`src/shared/asm_pkg.sv`:
```
package asm_pkg;

  // ************************************************************
  // Widths
  // ************************************************************
  localparam int NALM = 16;
  localparam int DW   = 32;
  localparam int AW   = 8;
  localparam int LW   = 16;
  localparam int NLIM = 10;
  localparam int NCMP = 4;

  // ************************************************************
  // Alarm indices, also bit positions in status words
  // ************************************************************
  localparam int IDX_MEM   = 0;
  localparam int IDX_RTC   = 1;
  localparam int IDX_REPLY = 2;
  localparam int IDX_WIRE  = 3;
  localparam int IDX_DRIFT = 4;
  localparam int IDX_WHI   = 5;
  localparam int IDX_WLO   = 6;
  localparam int IDX_FHI   = 7;
  localparam int IDX_FLO   = 8;
  localparam int IDX_FDEV  = 9;
  localparam int IDX_CHI   = 10;
  localparam int IDX_CLO   = 11;
  localparam int IDX_SHI   = 12;
  localparam int IDX_SLO   = 13;
  localparam int IDX_LHI   = 14;
  localparam int IDX_LLO   = 15;

  // Upper/lower limit alarms, kept out of the combined error
  localparam logic [NALM-1:0] LIMIT_MASK = 16'hfd80;
  // Load cell alarms, ignored for ready under the limit policy
  localparam logic [NALM-1:0] CELL_MASK  = 16'h0068;
  // Weighing over/under alarms
  localparam logic [NALM-1:0] WEIGH_MASK = 16'h0060;

  // ************************************************************
  // Severity levels
  // ************************************************************
  localparam logic [1:0] LVL_IGNORE  = 2'h0;
  localparam logic [1:0] LVL_SHOW    = 2'h1;
  localparam logic [1:0] LVL_COMMON  = 2'h2;
  localparam logic [1:0] LVL_SERIOUS = 2'h3;

  // ************************************************************
  // Register map, byte addresses
  // ************************************************************
  localparam logic [AW-1:0] ADR_SEV  = 8'h00;
  localparam logic [AW-1:0] ADR_CTL  = 8'h04;
  localparam logic [AW-1:0] ADR_LIM0 = 8'h08;
  localparam logic [AW-1:0] ADR_ACT  = 8'h30;
  localparam logic [AW-1:0] ADR_DISP = 8'h34;

  localparam int CTL_REPLY_BIT  = 0;
  localparam int CTL_POLICY_BIT = 1;
  localparam int DISP_LVL_POS   = 4;
  localparam int DISP_VLD_POS   = 8;

  // Limit slots: pairs hi/lo for flow, control, speed, load
  localparam int LIM_FTGT = 8;
  localparam int LIM_FDEV = 9;

  // ************************************************************
  // Reset values
  // ************************************************************
  localparam logic [2*NALM-1:0] SEV_RST = 32'haaaabeff;
  localparam logic [1:0]        CTL_RST = 2'h0;
  localparam logic [NLIM-1:0][LW-1:0] LIM_RST = {
    16'hffff, 16'h0000,
    16'h0000, 16'hffff, 16'h0000, 16'hffff,
    16'h0000, 16'hffff, 16'h0000, 16'hffff};

  // ************************************************************
  // Weighing signal thresholds, input LSB in microvolts
  // ************************************************************
  localparam int WEIGH_LSB_UV = 10;
  localparam int WEIGH_HI_UV  = 30000;
  localparam int WEIGH_LO_UV  = 50;
  localparam logic [LW-1:0] WEIGH_HI_CNT =
    LW'(WEIGH_HI_UV / WEIGH_LSB_UV);
  localparam logic [LW-1:0] WEIGH_LO_CNT =
    LW'(WEIGH_LO_UV / WEIGH_LSB_UV);

  // ************************************************************
  // State of the manager
  // ************************************************************
  typedef struct packed {
    logic [2*NALM-1:0]       sev;
    logic [1:0]              ctl;
    logic [NLIM-1:0][LW-1:0] lim;
    logic [DW-1:0]           rdata;
    logic [NALM-1:0]         act;
    logic                    disp_vld;
    logic [3:0]              disp_idx;
    logic [1:0]              disp_lvl;
    logic [NALM-1:0]         dout;
    logic                    stop;
    logic                    ao_min;
    logic                    ao_start;
    logic                    ready;
    logic                    err;
  } asm_state_t;

endpackage : asm_pkg

```
`src/shared/asm_if.sv`:
```
`timescale 1ns/100ps

interface asm_if;
  import asm_pkg::*;

  logic [NALM-1:0]   vis;
  logic [2*NALM-1:0] sev;
  logic              vld;
  logic [3:0]        idx;
  logic [1:0]        lvl;

  modport mgr  (output vis, sev, input  vld, idx, lvl);
  modport pick (input  vis, sev, output vld, idx, lvl);

endinterface : asm_if

```
`src/logic/asm_cmp.sv`:
```
`timescale 1ns/100ps

module asm_cmp #(
  parameter int W = 16
) (
  // Quantity and its limits
  input  wire logic [W-1:0] val,
  input  wire logic [W-1:0] hi,
  input  wire logic [W-1:0] lo,
  // Limit violations
  output logic              over,
  output logic              under
);

  assign over  = val > hi;
  assign under = val < lo;

endmodule : asm_cmp

```
`src/logic/asm_pick.sv`:
```
`timescale 1ns/100ps

module asm_pick
  import asm_pkg::*;
(
  // Visible alarms in, chosen alarm out
  asm_if.pick al
);

  // Strict compare keeps the lowest index among equal levels
  always_comb begin
    al.vld = 1'b0;
    al.idx = 4'h0;
    al.lvl = LVL_IGNORE;
    for (int i = 0; i < NALM; i++) begin
      if (al.vis[i] && (!al.vld || al.sev[2*i +: 2] > al.lvl)) begin
        al.vld = 1'b1;
        al.idx = 4'(i);
        al.lvl = al.sev[2*i +: 2];
      end
    end
  end

endmodule : asm_pick

```
`src/logic/asm_top.sv`:
```
// Operation
// - Level 0 alarm: no display, no output
// - Level 1 alarm: display only
// - Level 2 alarm: display and discrete output
// - Level 3 alarm: display, stop measurement, except weighing alarms alone under policy 1
// - Any level 3 alarm except weighing alarms alone under policy 1 (limit start): analog outputs minimum
// - Display shows highest severity alarm
// - Severities 0 to 3, listed faults reset 3
// - Reply supervision 0 off, 1 on, reset off
// - Missing reply input raises reply loss alarm
// - Load cell wiring fault raises alarm
// - Belt drift raises alarm, default level 2
// - Weighing signal above 30 mV raises alarm
// - Weighing signal below 0.05 mV raises alarm
// - Flow above/below setting raises alarms, level 2
// - Flow deviation beyond setting raises alarm
// - Control adjustment outside limits raises alarms
// - Belt speed outside limits raises alarms
// - Belt load outside limits raises alarms
// - Policy 1 keeps ready despite load cell errors
// - Error when several non-limit alarms active
`timescale 1ns/100ps

module asm_top
  import asm_pkg::*;
(
  // Clock and reset
  input  wire logic          CLK,
  input  wire logic          NRST,
  // Register port
  input  wire logic [AW-1:0] ADDR,
  input  wire logic [DW-1:0] WDATA,
  input  wire logic          WR,
  input  wire logic          RD,
  output logic      [DW-1:0] RDATA,
  // Fault sources
  input  wire logic          MEM_FAULT,
  input  wire logic          RTC_FAULT,
  input  wire logic          REPLY_PRESENT,
  input  wire logic          WIRING_FAULT,
  input  wire logic          BELT_DRIFT,
  // Measured quantities
  input  wire logic [LW-1:0] WEIGH_SIG,
  input  wire logic [LW-1:0] FLOW,
  input  wire logic [LW-1:0] CTRL_ADJ,
  input  wire logic [LW-1:0] SPEED,
  input  wire logic [LW-1:0] LOAD,
  // Display indication
  output logic               DISP_VALID,
  output logic      [3:0]    DISP_ALARM,
  output logic      [1:0]    DISP_LEVEL,
  // Plant actions
  output logic [NALM-1:0]    ALARM_DO,
  output logic               RUN_STOP,
  output logic               AO_FORCE_MIN,
  output logic               AO_LIMIT_START,
  output logic               READY,
  output logic               ERROR_OUT
);

  // ************************************************************
  // Reset release
  // ************************************************************

  logic [1:0] rst_sync_q;
  logic       rst_n;

  always_ff @(posedge CLK or negedge NRST) begin
    if (!NRST) begin
      rst_sync_q <= 2'h0;
    end else begin
      rst_sync_q <= {rst_sync_q[0], 1'b1};
    end
  end

  // Only the second flop is read; the first may still be settling
  // when the external reset is released off the clock edge.
  // Assertion of reset stays asynchronous, so the outputs fall to
  // their safe values even while the clock is stopped.
  assign rst_n = rst_sync_q[1];

  // ************************************************************
  // Declarations
  // ************************************************************

  asm_state_t             s_q;
  asm_state_t             s_d;
  asm_if                  al ();

  logic [NCMP-1:0][LW-1:0] meas;
  logic [NCMP-1:0]         ovr;
  logic [NCMP-1:0]         und;
  logic                    w_over;
  logic                    w_under;
  logic [LW-1:0]           fdiff;
  logic                    fdev_big;
  logic [NALM-1:0]         act;
  logic [NALM-1:0]         vis;
  logic [NALM-1:0]         lvl2;
  logic [NALM-1:0]         ser;
  logic [NALM-1:0]         ready_blk;
  logic [NALM-1:0]         err_set;
  logic                    policy;
  logic                    weigh_ser;
  logic                    other_ser;
  logic [AW-1:0]           lim_off;
  logic [3:0]              lim_sel;

  // ************************************************************
  // Limit comparators
  // ************************************************************

  assign meas = {LOAD, SPEED, CTRL_ADJ, FLOW};

  // Slots 2g and 2g+1 hold the upper and lower limit of each
  // quantity: flow, control adjustment, belt speed, belt load.
  // Compares are strict, so a value equal to a limit is in range.
  // Limits reset to the full range, keeping these alarms quiet
  // until software has set them.
  generate
    for (genvar g = 0; g < NCMP; g++) begin : g_cmp
      asm_cmp #(
        .W     (LW)
      ) u_cmp (
        .val   (meas[g]),
        .hi    (s_q.lim[2*g]),
        .lo    (s_q.lim[2*g+1]),
        .over  (ovr[g]),
        .under (und[g])
      );
    end
  endgenerate

  // Weighing signal window is fixed, not programmable
  asm_cmp #(
    .W     (LW)
  ) u_weigh (
    .val   (WEIGH_SIG),
    .hi    (WEIGH_HI_CNT),
    .lo    (WEIGH_LO_CNT),
    .over  (w_over),
    .under (w_under)
  );

  // Deviation of flow from target, either direction.
  // Unsigned subtraction in the larger-first order cannot wrap.
  always_comb begin
    if (FLOW >= s_q.lim[LIM_FTGT]) begin
      fdiff = FLOW - s_q.lim[LIM_FTGT];
    end else begin
      fdiff = s_q.lim[LIM_FTGT] - FLOW;
    end
  end

  assign fdev_big = fdiff > s_q.lim[LIM_FDEV];

  // ************************************************************
  // Alarm conditions
  // ************************************************************

  always_comb begin
    act            = '0;
    act[IDX_MEM]   = MEM_FAULT;
    act[IDX_RTC]   = RTC_FAULT;
    // Supervision checks every cycle once enabled
    act[IDX_REPLY] = s_q.ctl[CTL_REPLY_BIT]
                     & ~REPLY_PRESENT;
    act[IDX_WIRE]  = WIRING_FAULT;
    act[IDX_DRIFT] = BELT_DRIFT;
    act[IDX_WHI]   = w_over;
    act[IDX_WLO]   = w_under;
    act[IDX_FHI]   = ovr[0];
    act[IDX_FLO]   = und[0];
    act[IDX_FDEV]  = fdev_big;
    act[IDX_CHI]   = ovr[1];
    act[IDX_CLO]   = und[1];
    act[IDX_SHI]   = ovr[2];
    act[IDX_SLO]   = und[2];
    act[IDX_LHI]   = ovr[3];
    act[IDX_LLO]   = und[3];
  end

  // ************************************************************
  // Severity grading
  // ************************************************************

  always_comb begin
    for (int i = 0; i < NALM; i++) begin
      vis[i]  = act[i]
                && s_q.sev[2*i +: 2] != LVL_IGNORE;
      lvl2[i] = act[i]
                && s_q.sev[2*i +: 2] == LVL_COMMON;
      ser[i]  = act[i]
                && s_q.sev[2*i +: 2] == LVL_SERIOUS;
    end
  end

  // For run and analog outputs the policy bit only matters while a weighing alarm is
  // serious; any other serious alarm still stops the run.
  assign policy    = s_q.ctl[CTL_POLICY_BIT];
  assign weigh_ser = |(ser & WEIGH_MASK);
  assign other_ser = |(ser & ~WEIGH_MASK);

  // Load cell alarms stop blocking ready under the limit policy
  assign ready_blk = policy ? (ser & ~CELL_MASK) : ser;

  // Limit alarms never count toward the combined error
  assign err_set = vis & ~LIMIT_MASK;

  // ************************************************************
  // Display priority
  // ************************************************************

  // Only visible alarms compete; level 0 never reaches the picker.
  // Ties go to the lowest index, so the order of the alarm
  // indices is also the display order within one level.
  assign al.vis = vis;
  assign al.sev = s_q.sev;

  asm_pick u_pick (
    .al (al.pick)
  );

  // ************************************************************
  // Next state
  // ************************************************************

  // Limit slot from the byte address; the range and alignment
  // tests below keep the slot inside the table.
  assign lim_off = ADDR - ADR_LIM0;
  assign lim_sel = lim_off[5:2];

  always_comb begin
    s_d       = s_q;
    s_d.rdata = '0;

    // Register writes
    if (WR) begin
      if (ADDR == ADR_SEV) begin
        s_d.sev = WDATA;
      end else if (ADDR == ADR_CTL) begin
        s_d.ctl = WDATA[1:0];
      end else if (ADDR >= ADR_LIM0 && ADDR < ADR_ACT
                   && ADDR[1:0] == 2'h0) begin
        s_d.lim[lim_sel] = WDATA[LW-1:0];
      end
    end

    // Writes to read-only or unmapped places are dropped
    // silently; the bus has no error response.

    // Register reads, data valid the following cycle only.
    // Read data returns to zero otherwise, so a stale value
    // can never be mistaken for a fresh answer.
    if (RD) begin
      if (ADDR == ADR_SEV) begin
        s_d.rdata = s_q.sev;
      end else if (ADDR == ADR_CTL) begin
        s_d.rdata = {30'h0, s_q.ctl};
      end else if (ADDR >= ADR_LIM0 && ADDR < ADR_ACT
                   && ADDR[1:0] == 2'h0) begin
        s_d.rdata = {16'h0, s_q.lim[lim_sel]};
      end else if (ADDR == ADR_ACT) begin
        s_d.rdata = {16'h0, s_q.act};
      end else if (ADDR == ADR_DISP) begin
        s_d.rdata = {23'h0, s_q.disp_vld,
                     2'h0, s_q.disp_lvl, s_q.disp_idx};
      end
    end

    // Alarm actions are registered so they move on edges
    s_d.act      = act;
    s_d.disp_vld = al.vld;
    s_d.disp_idx = al.idx;
    s_d.disp_lvl = al.lvl;
    s_d.dout     = lvl2;

    // A serious weighing alarm alone follows the policy bit
    s_d.stop     = other_ser
                   | (weigh_ser & ~policy);
    s_d.ao_min   = other_ser
                   | (weigh_ser & ~policy);
    s_d.ao_start = weigh_ser & policy
                   & ~other_ser;
    s_d.ready    = ~|ready_blk;
    // More than one bit set: clearing the lowest set bit
    // leaves something only when a second bit was set
    s_d.err      = |(err_set & (err_set - 16'h1));
  end

  // ************************************************************
  // State register
  // ************************************************************

  always_ff @(posedge CLK or negedge rst_n) begin
    if (!rst_n) begin
      s_q          <= '0;
      s_q.sev      <= SEV_RST;
      s_q.ctl      <= CTL_RST;
      s_q.lim      <= LIM_RST;
      // Ready stays high in reset: no alarm is known yet
      s_q.ready    <= 1'b1;
    end else begin
      s_q          <= s_d;
    end
  end

  // ************************************************************
  // Outputs
  // ************************************************************

  // Every output comes straight from a flip-flop, so the plant
  // never sees a glitch from the alarm decoding above.

  assign RDATA          = s_q.rdata;
  assign DISP_VALID     = s_q.disp_vld;
  assign DISP_ALARM     = s_q.disp_idx;
  assign DISP_LEVEL     = s_q.disp_lvl;
  assign ALARM_DO       = s_q.dout;
  assign RUN_STOP       = s_q.stop;
  assign AO_FORCE_MIN   = s_q.ao_min;
  assign AO_LIMIT_START = s_q.ao_start;
  assign READY          = s_q.ready;
  assign ERROR_OUT      = s_q.err;

endmodule : asm_top

```
`config.mk`:
```
export PLATFORM = sky130hd
export DESIGN_NAME = asm_top
export DESIGN_NICKNAME = d
export VERILOG_FILES = /design/src/shared/asm_pkg.sv /design/src/shared/asm_if.sv /design/src/logic/asm_cmp.sv /design/src/logic/asm_pick.sv /design/src/logic/asm_top.sv
export SDC_FILE = /design/constraint.sdc
export NUM_CORES = 1
export LEC_CHECK = 0
export ABC_AREA = 1
export BUFFER_PORTS_ARGS = -buffer_cell sky130_fd_sc_hd__buf_2
export CORE_MARGIN = 2
export CORE_UTILIZATION = 60
export CTS_BUF_LIST = sky130_fd_sc_hd__clkbuf_16
export DETAILED_ROUTE_END_ITERATION = 8
export PLACE_DENSITY = 0.87
export SLEW_MARGIN = 10
export SYNTH_ARGS = -nofsm -noshare
export SYNTH_HDL_FRONTEND = slang
export SYNTH_HIERARCHICAL = 1
export SYNTH_SLANG_ARGS = --single-unit
```
`constraint.sdc`:
```
create_clock -name CLK -period 25.1 [get_ports CLK]
set_input_delay 1.255 -clock CLK [delete_from_list [all_inputs] [get_ports CLK]]
set_output_delay 1.255 -clock CLK [all_outputs]
set_load 0.01 [all_outputs]
```
After elaboration in Yosys (flattened, before gate mapping):

Index checks and enable logic that the tools add are counted.

* $lt $le $gt $ge: 31
* bitwise operators: 11
* reduce and logical (&&, ||, !) cells: 122
* add/sub/neg operators: 4
* muxes and demuxes: 60
* equality and inequality tests: 35

Operator list (count)
* $bwmux 160: 1
* $mux 16: 6
* $gt 16x16->1: 5
* $logic_and 1x1->1: 66
* $bmux 16 s4: 1
* $demux 16 s4: 1
* $eq 2x2->1 const B: 32
* $lt 16x16->1: 4
* $mux 32: 2
* $mux 2: 18
* $mux 4: 8
* $reduce_bool 2->1: 16
* $reduce_or 16->1: 2
* $sub 16x16->16: 2
* $gt 2x2->1: 15
* $mux 1: 17
* $and 10x16->16: 1
* $eq 8x6->1 const B: 2
* $ge 16x16->1: 1
* $gt 16x12->1 const B: 1
* $logic_not 1->1: 16
* $lt 16x3->1 const B: 1
* $logic_or 1x1->1: 15
* $reduce_or 14->1: 1
* 19 further kinds: 29

* bits of input ports: 129
* output and inout bits: 60
* flip-flop bits (word level): 271

Logic depth before layout (Yosys ltp):

Gate-level depths: netlist of run 1.

* depth after elaboration: 63
* gate-level depth with buffers: 122

By module:

Netlist of run 1, hierarchy kept.

By module, submodules not included
* asm_top: area an instance 14624.0 sq um, seq. area each 6910.4 sq um, cells an instance 1788, instances 1
* asm_cmp: area an instance 835.8 sq um, seq. area each 0.0 sq um, cells an instance 137, instances 5
* asm_pick: area an instance 1529.0 sq um, seq. area each 0.0 sq um, cells an instance 273, instances 1

Worst setup path after synthesis of run 1:

OpenSTA, ideal clock, no wires.

* path type: input -> register
* from: in MEM_FAULT
* to: reg s_q (netlist bit DISP_ALARM[2])
* data arrival time: 14.857 ns
* setup slack: 10.119 ns
* setup time: 0.124 ns
* cell stages on the path: 112
* required time: 24.976 ns
* buffers on the path: 0
* cell sequence: o21ai_0 inv_1 nand2_1 ha_1 nand2_1 nand2_1 nand2_1 nand2_1 nand2_1 nand2_1 nand2_1 ha_1 inv_1 o21bai_1 nand2_1 nand2_1 nand2_2 clkinv_1 (+76 left out) and2_1 ha_1 inv_1 nor2_1 o21ai_0 nand2_1 nand2_1 or2_2 nand2_1 ha_1 inv_1 nor2_1 o21ai_0 o21ai_0 nand2_1 nand3_1 a21oi_1 nand2_1

* cells in the longest elaborated chain, start to end: 62
* elaborated cells on any way between the ends: 103
* those cells by class: order compare: 15; mux: 42; reduce/logical: 46

RTL lines
* start, declared: line asm_top.sv:37 `input wire logic MEM_FAULT,`
* $logic_and 1x1->1 (*): line asm_top.sv:190 `&& s_q.sev[2*i +: 2] != LVL_IGNORE;`
* named net al.vis[0]: line asm_if.sv:6 `logic [NALM-1:0] vis;`
* $mux 2 / $mux 1 (equally long branches): line asm_pick.sv:16 `if (al.vis[i] && (!al.vld || al.sev[2*i +: 2] > al.lvl)) begin`
* $gt 2x2->1 / $logic_not 1->1 (equally long branches): line asm_pick.sv:16
* $logic_or 1x1->1: line asm_pick.sv:16
* $logic_and 1x1->1: line asm_pick.sv:16
* $mux 2 / $mux 1 (equally long branches): line asm_pick.sv:16
* $gt 2x2->1 / $logic_not 1->1 (equally long branches): line asm_pick.sv:16
* (+48 left out)
* $logic_or 1x1->1: line asm_pick.sv:16
* $logic_and 1x1->1: line asm_pick.sv:16
* $mux 2 / $mux 1 (equally long branches): line asm_pick.sv:16
* $gt 2x2->1 / $logic_not 1->1 (equally long branches): line asm_pick.sv:16
* $logic_or 1x1->1: line asm_pick.sv:16
* $logic_and 1x1->1: line asm_pick.sv:16
* $mux 4 (*): line asm_pick.sv:16
* named net al.idx[2]: line asm_if.sv:9 `logic [3:0] idx;`
* end, declared: line asm_top.sv:86 `asm_state_t s_q;`

Mark *: on every way through the listed nets, which the timed path passes. The rest lies on a longest branch.
A chain may end at the register's enable or synchronous reset.

Worst setup path after layout of run 1:

* from: in MEM_FAULT
* to: reg s_q (netlist bit DISP_ALARM[3])

Same word-level chain as after synthesis.

==> impl_metrics.json, run 1 <==
{
  "status": "complete, no violations",
  "start_kind": "input port",
  "critPathMaxStageDelay_ns": 0.37,
  "cts_made_buffers": 29,
  "ys_warn_count": 6,
  "skew_ns": 0.0281,
  "rows": 67,
  "detail-route-antenna-nets": 0,
  "end_kind": "flop",
  "die_area_um2": 35400,
  "grt_overflow": 0,
  "netSwitchingFraction_pct": 33.7,
  "arrival_ns": 17.19,
  "nNetsFinal": 3222,
  "reg2reg_depth": 113,
  "rsz0062_at_grt": "false",
  "powerDensity_nw_per_um2": 55.6,
  "drt-total-wl_um": 61300,
  "drive_above_1_share_pct": 16.3,
  "io_pins": 189,
  "hold-path-cell-count": 0,
  "grt_antenna_before_repair": 4,
  "p_int_uw": 810,
  "cts_resized": 0,
  "cts.htree.levels": 1,
  "gp_congestion": 1.00,
  "synth.cell_area_um2": 20300,
  "ys_ff_latch": 271,
  "critPathMostFrequentCell": "nand2_1",
  "cap_violations": 0,
  "syn_inst": 2746,
  "async_reset_ff_share_pct": 100,
  "worst_pin_slew_ns": 1.23,
  "cp_slowest_cell": "o32a_1",
  "peakVddDrop_mv": 0.0483,
  "cts.sinks": 271,
  "syn_avg_cell_area_um2": 7.40,
  "first_pass_iters": 6,
  "grt_pass1_vias": 18000,
  "via_per_inst": 5.64,
  "hold_buffers": 0,
  "first_iter_violations": 1928,
  "cts_buffer_depth": 3,
  "crit_fanout": 6,
  "via_count": 18800,
  "netSwitchingPower_uw": 412,
  "start_util_pct": 60.8,
  "startpoint": "MEM_FAULT",
  "synth_seq_area_share_pct": 34.0,
  "cts_setup_buffers": 0,
  "synthFlopType": "dfrtp_1",
  "crit_path_end": "DISP_ALARM[3]",
  "die_y_um": 188,
  "routedWlPerCell_um": 18.4,
  "pwr-share-clk_pct": 33.2,
  "period_needed_ns": 16.76,
  "timing.rr.end": "DISP_ALARM[3]",
  "synth_edf_count": 0,
  "fmaxAchievable_mhz": 59.7,
  "cts_tree": "done",
  "required_ns": 25.53,
  "io_buffers": 188,
  "max_slew_margin_pct": 17.4,
  "critical_path_class": "in -> reg",
  "r2r_start": "al.sev[1]",
  "fin_crit_sh_pct": 66.8,
  "clock_latency_ns": 0.57,
  "track_usage_pct": 34.3,
  "core_area_um2": 33400,
  "hold_viol_final": 0,
  "grt_pass1_wl_um": 95000,
  "whs_ns": 0.352,
  "area_growth_pct": 8.13,
  "r2r_setup_slack_ns": 8.57,
  "slew_violations": 0,
  "comb_power_share_pct": 26.4,
  "ys_types": 54,
  "setup_viol": 0,
  "cts-root-buf": "clkbuf_16",
  "p_leak_nw": 11.2,
  "hold_path_class": "reg -> reg",
  "fin_setup_tns_ns": 0,
  "grt_max_degree": 79,
  "dieWidth_um": 188,
  "clk_pin_slew_ns": 0.06,
  "seq_power_share_pct": 40.4,
  "drc": 0,
  "dpl.hpwl_um": 47500
}
critical path: cells and delay by family:
kind,cells,cell delay [ns]
AND/OR/NAND/NOR,65,6.51
buffers and inverters,10,0.69
adder cells (fa/ha/maj),15,4.30
AO/OA/AOI/OAI,24,4.46
worst min-delay path by stage:
stage / start / to
after floorplan: rst_sync_q[0] / rst_sync_q[1]
after global placement: rst_sync_q[0] / rst_sync_q[1]
after detailed placement: rst_sync_q[0] / rst_sync_q[1]
after CTS: rst_sync_q[0] / rst_sync_q[1]
after global routing: rst_sync_q[0] / rst_sync_q[1]
final: rst_sync_q[0] / rst_sync_q[1]
routing by layer:
| layer | track usage [%] | wire length, µm |
|---|---|---|
| met1 | 44.8 | 24700 |
| met2 | 52.8 | 26500 |
| met3 | 8.87 | 6570 |
| met4 | 17.3 | 3480 |
| met5 | 0 | 0 |
power groups by stage:
stage | Sequential, mW | Combinational (mW) | Clock, mW
after floorplan | 0.495 | 0.225 | 0
after global placement | 0.499 | 0.299 | 0
after detailed placement | 0.500 | 0.314 | 0
after CTS | 0.493 | 0.316 | 0.407
after global routing | 0.497 | 0.362 | 0.426
final | 0.494 | 0.322 | 0.406
per-stage QoR:
stage	util [%]	cells	setup slack, ns	power [mW]	cell area [µm²]
6_report	65.7	3339	8.34	1.22	22000
2_1_floorplan	-	2777	10.12	0.720	20400
5_1_grt	65.7	3336	6.79	1.29	22000
4_1_cts	65.7	3335	8.60	1.22	22000
3_3_place_gp	63.1	3282	8.93	0.798	21100
3_5_place_dp	63.1	3282	8.17	0.814	21100
cells by family (layout without fill, tap and decap cells):
group | Yosys count | after routing | synth area share [%]
AO/OA/AOI/OAI | 503 | 503 | 13.9
buffers and inverters | 582 | 692 | 12.7
adder cells (fa/ha/maj) | 228 | 228 | 14.1
other | 2 | 37 | 0.0369
flip-flops | 271 | 271 | 34.0
AND/OR/NAND/NOR | 1146 | 1146 | 24.7
XOR/XNOR | 14 | 14 | 0.603
state kept, by name, summed over array words and instances (netlist names), 2 cells and up:
name,cells
s_q,177
RDATA,32
al.sev,32
ALARM_DO,16
DISP_ALARM,4
DISP_LEVEL,2
rst_sync_q,2
cell usage in the layout, fill, tap and decap left out, types with 10 or more instances in the layout:
cell | Yosys | final
inv_2 | 14 | 14
inv_1 | 422 | 430
nor2_1 | 165 | 165
o21ai_1 | 106 | 106
nand2_1 | 747 | 746
nor3_1 | 16 | 16
o21ai_0 | 154 | 154
dfstp_2 | 103 | 103
a21oi_1 | 126 | 126
o21ai_2 | 29 | 29
buf_2 | 16 | 188
nand2_4 | 15 | 15
xor2_1 | 11 | 11
conb_1 | 2 | 33
nand4_1 | 27 | 27
a21oi_2 | 10 | 10
clkinv_1 | 8 | 16
nand3_1 | 95 | 95
nand2_2 | 14 | 15
clkbuf_16 | 0 | 29
o22ai_1 | 44 | 44
dfrtp_1 | 168 | 167
ha_1 | 226 | 226
nor2_2 | 12 | 12
area by class of cell:
class / instances / area [µm²]
antenna: 4 / 10.0
clock buffer: 29 / 726
clock inverter: 24 / 159
fill: 2819 / 11500
inverter: 444 / 1670
multi-input combinational: 1924 / 11000
sequential: 271 / 6910
tap: 448 / 561
timing repair buffer: 195 / 993
Yosys cell counts, types with 15 or more instances:
cell	number	share of area (%)
nand2_4	15	0.83
nand3_1	95	2.3
nor2_1	165	3.0
buf_4	58	2.1
ha_1	226	14
inv_1	422	7.8
o22ai_1	44	1.4
o21ai_2	29	1.2
nand4_1	27	0.83
buf_2	16	0.39
nor3_1	16	0.39
dfstp_2	103	13
buf_6	21	1.2
a21oi_1	126	3.1
dfrtp_1	168	21
nand2_1	747	14
o21ai_1	106	2.6
clkbuf_1	36	0.66
o21ai_0	154	3.8
Power figures use the tool's default switching activity.
==> inputs of run 2 (changes only) <==
==> constraint.sdc (replaced) <==
create_clock -name CLK -period 16.2 [get_ports CLK]
set_input_delay 0.81 -clock CLK [delete_from_list [all_inputs] [get_ports CLK]]
set_output_delay 0.81 -clock CLK [all_outputs]
set_load 0.01 [all_outputs]
==> run 2 against run 1 <==
Core utilization up 0.72 points. Cell area up 1.1%. Die area unchanged. Global-route usage rose by 0.68 points. Combinational power increased by 62%.
==> impl_metrics.json, run 2 (synthesis results as in run 1) <==
{
  "final_common_cell": "nand2_1",
  "powerDensity_nw_per_um2": 90.5,
  "dpl.hpwl_um": 47800,
  "crit_fanout": 6,
  "rows": 67,
  "grt_antenna_before_repair": 3,
  "fmaxAchievable_mhz": 65.3,
  "critPathMaxStageDelay_ns": 0.57,
  "grt_max_degree": 193,
  "critPathMostFrequentCell": "nand2_1",
  "clk_pin_slew_ns": 0.06,
  "fin_crit_sh_pct": 94.6,
  "hold_viol_final": 0,
  "cts_made_buffers": 29,
  "p_leak_nw": 11.3,
  "arrival_ns": 15.77,
  "max_slew_margin_pct": 22.8,
  "r2r_start": "al.sev[1]",
  "status": "complete, no violations",
  "drive_above_1_share_pct": 17.3,
  "cts-root-buf": "clkbuf_16",
  "nNetsFinal": 3225,
  "power_mw": 2.01,
  "first_pass_iters": 6,
  "hold_path_class": "in -> async",
  "startpoint": "al.sev[1]",
  "fill_cells": 2818,
  "whs_ns": 0.0287,
  "cts.sinks": 271,
  "critical_path_class": "reg -> reg",
  "dieWidth_um": 188,
  "fin_area_um2": 22200,
  "setup_viol": 0,
  "cap_violations": 0,
  "fin_util_pct": 66.4,
  "start_kind": "flop",
  "fin_setup_tns_ns": 0,
  "grt_pass1_wl_um": 97700,
  "cts_buffer_depth": 3,
  "cts.htree.levels": 1,
  "track_usage_pct": 35.0,
  "peakVddDrop_mv": 0.0786,
  "io_buffers": 188,
  "io_pins": 189,
  "slew_violations": 0,
  "first_iter_violations": 2102,
  "timing.rr.end": "DISP_LEVEL[0]",
  "required_ns": 16.65,
  "grt_pass1_vias": 18400,
  "skew_ns": 0.0268,
  "cp_slowest_cell": "dfstp_2",
  "routedWlPerCell_um": 18.5,
  "dpl_cell_area_um2": 21100,
  "crit_path_end": "DISP_LEVEL[0]",
  "r2r_setup_slack_ns": 0.88,
  "final_cell_mix": "743 x nand2_1, 426 x inv_1, 226 x ha_1, 188 x buf_2, 167 x dfrtp_1",
  "period_needed_ns": 15.32,
  "drt-total-wl_um": 61900,
  "largest-register": "s_q",
  "die_y_um": 188,
  "core_area_um2": 33400,
  "die_area_um2": 35400,
  "end_kind": "flop",
  "final_cells": 3341,
  "largest_register_ffs": 177,
  "pre_cts_ws_ns": -0.285,
  "worst_pin_slew_ns": 1.15,
  "hold_buffers": 0,
  "clock_latency_ns": 0.58,
  "setup_slack_ns": 0.881,
  "detail-route-antenna-nets": 0,
  "via_per_inst": 5.70,
  "start_util_pct": 60.8,
  "area_growth_pct": 9.31,
  "grt_overflow": 0,
  "cts_tree": "done",
  "reg2reg_depth": 116,
  "via_count": 19000,
  "drc": 0,
  "gp_congestion": 1.00,
  "placedCellCount": 3280
}
-- run 2: critical path, delay by kind of cell (launching register included) --
family,cells,cell delay [ns]
AOI/OAI and AO/OA,22,3.06
adders and majority gates,15,4.22
buffers and inverters,13,0.92
DFF,1,0.57
and+or+nand+nor,66,6.41
-- run 2: final cells by class --
class,instances,area [µm²],area share [%]
clock buffer,29,726,3.27
timing repair buffer,198,1030,4.63
multi-input combinational,1924,11000,49.6
clock inverter,25,302,1.36
inverter,444,1670,7.50
tap,448,561,2.52
sequential,271,6910,31.1
antenna,2,5.00,0.0225
-- run 2: report_power, final --
group          switching (mW)  leakage, nW  internal, mW
Sequential             0.0396         3.28         0.727
Clock                   0.286        0.519         0.436
Combinational           0.336         7.49         0.186
Total                   0.661         11.3          1.35
-- run 2: metal layers --
| layer | wire (µm) | share of wire, % | vias to the layer above | track usage, % |
|---|---|---|---|---|
| li1 | - | - | 8962 | - |
| met5 | 7 | 0.011 | - | 0 |
| met2 | 27000 | 44 | 950 | 54.1 |
| met1 | 25000 | 40 | 8907 | 46.8 |
| met4 | 3460 | 5.6 | 2 | 17.3 |
| met3 | 6370 | 10 | 207 | 7.36 |
-- run 2: repair_timing --
item	CTS	global route
setup endpoints to repair	1	6
buffers inserted	0	5
gates resized for setup	1	33
pin swaps	0	3
-- run 2: worst min-delay path by stage --
stage | to | slack, ns
floorplan | rst_sync_q[1] | 0.33
global placement | rst_sync_q[1] | 0.34
detailed placement | rst_sync_q[1] | 0.35
CTS | rst_sync_q[0] | 0.007
global route | rst_sync_q[1] | 0.009
finish | rst_sync_q[1] | 0.03
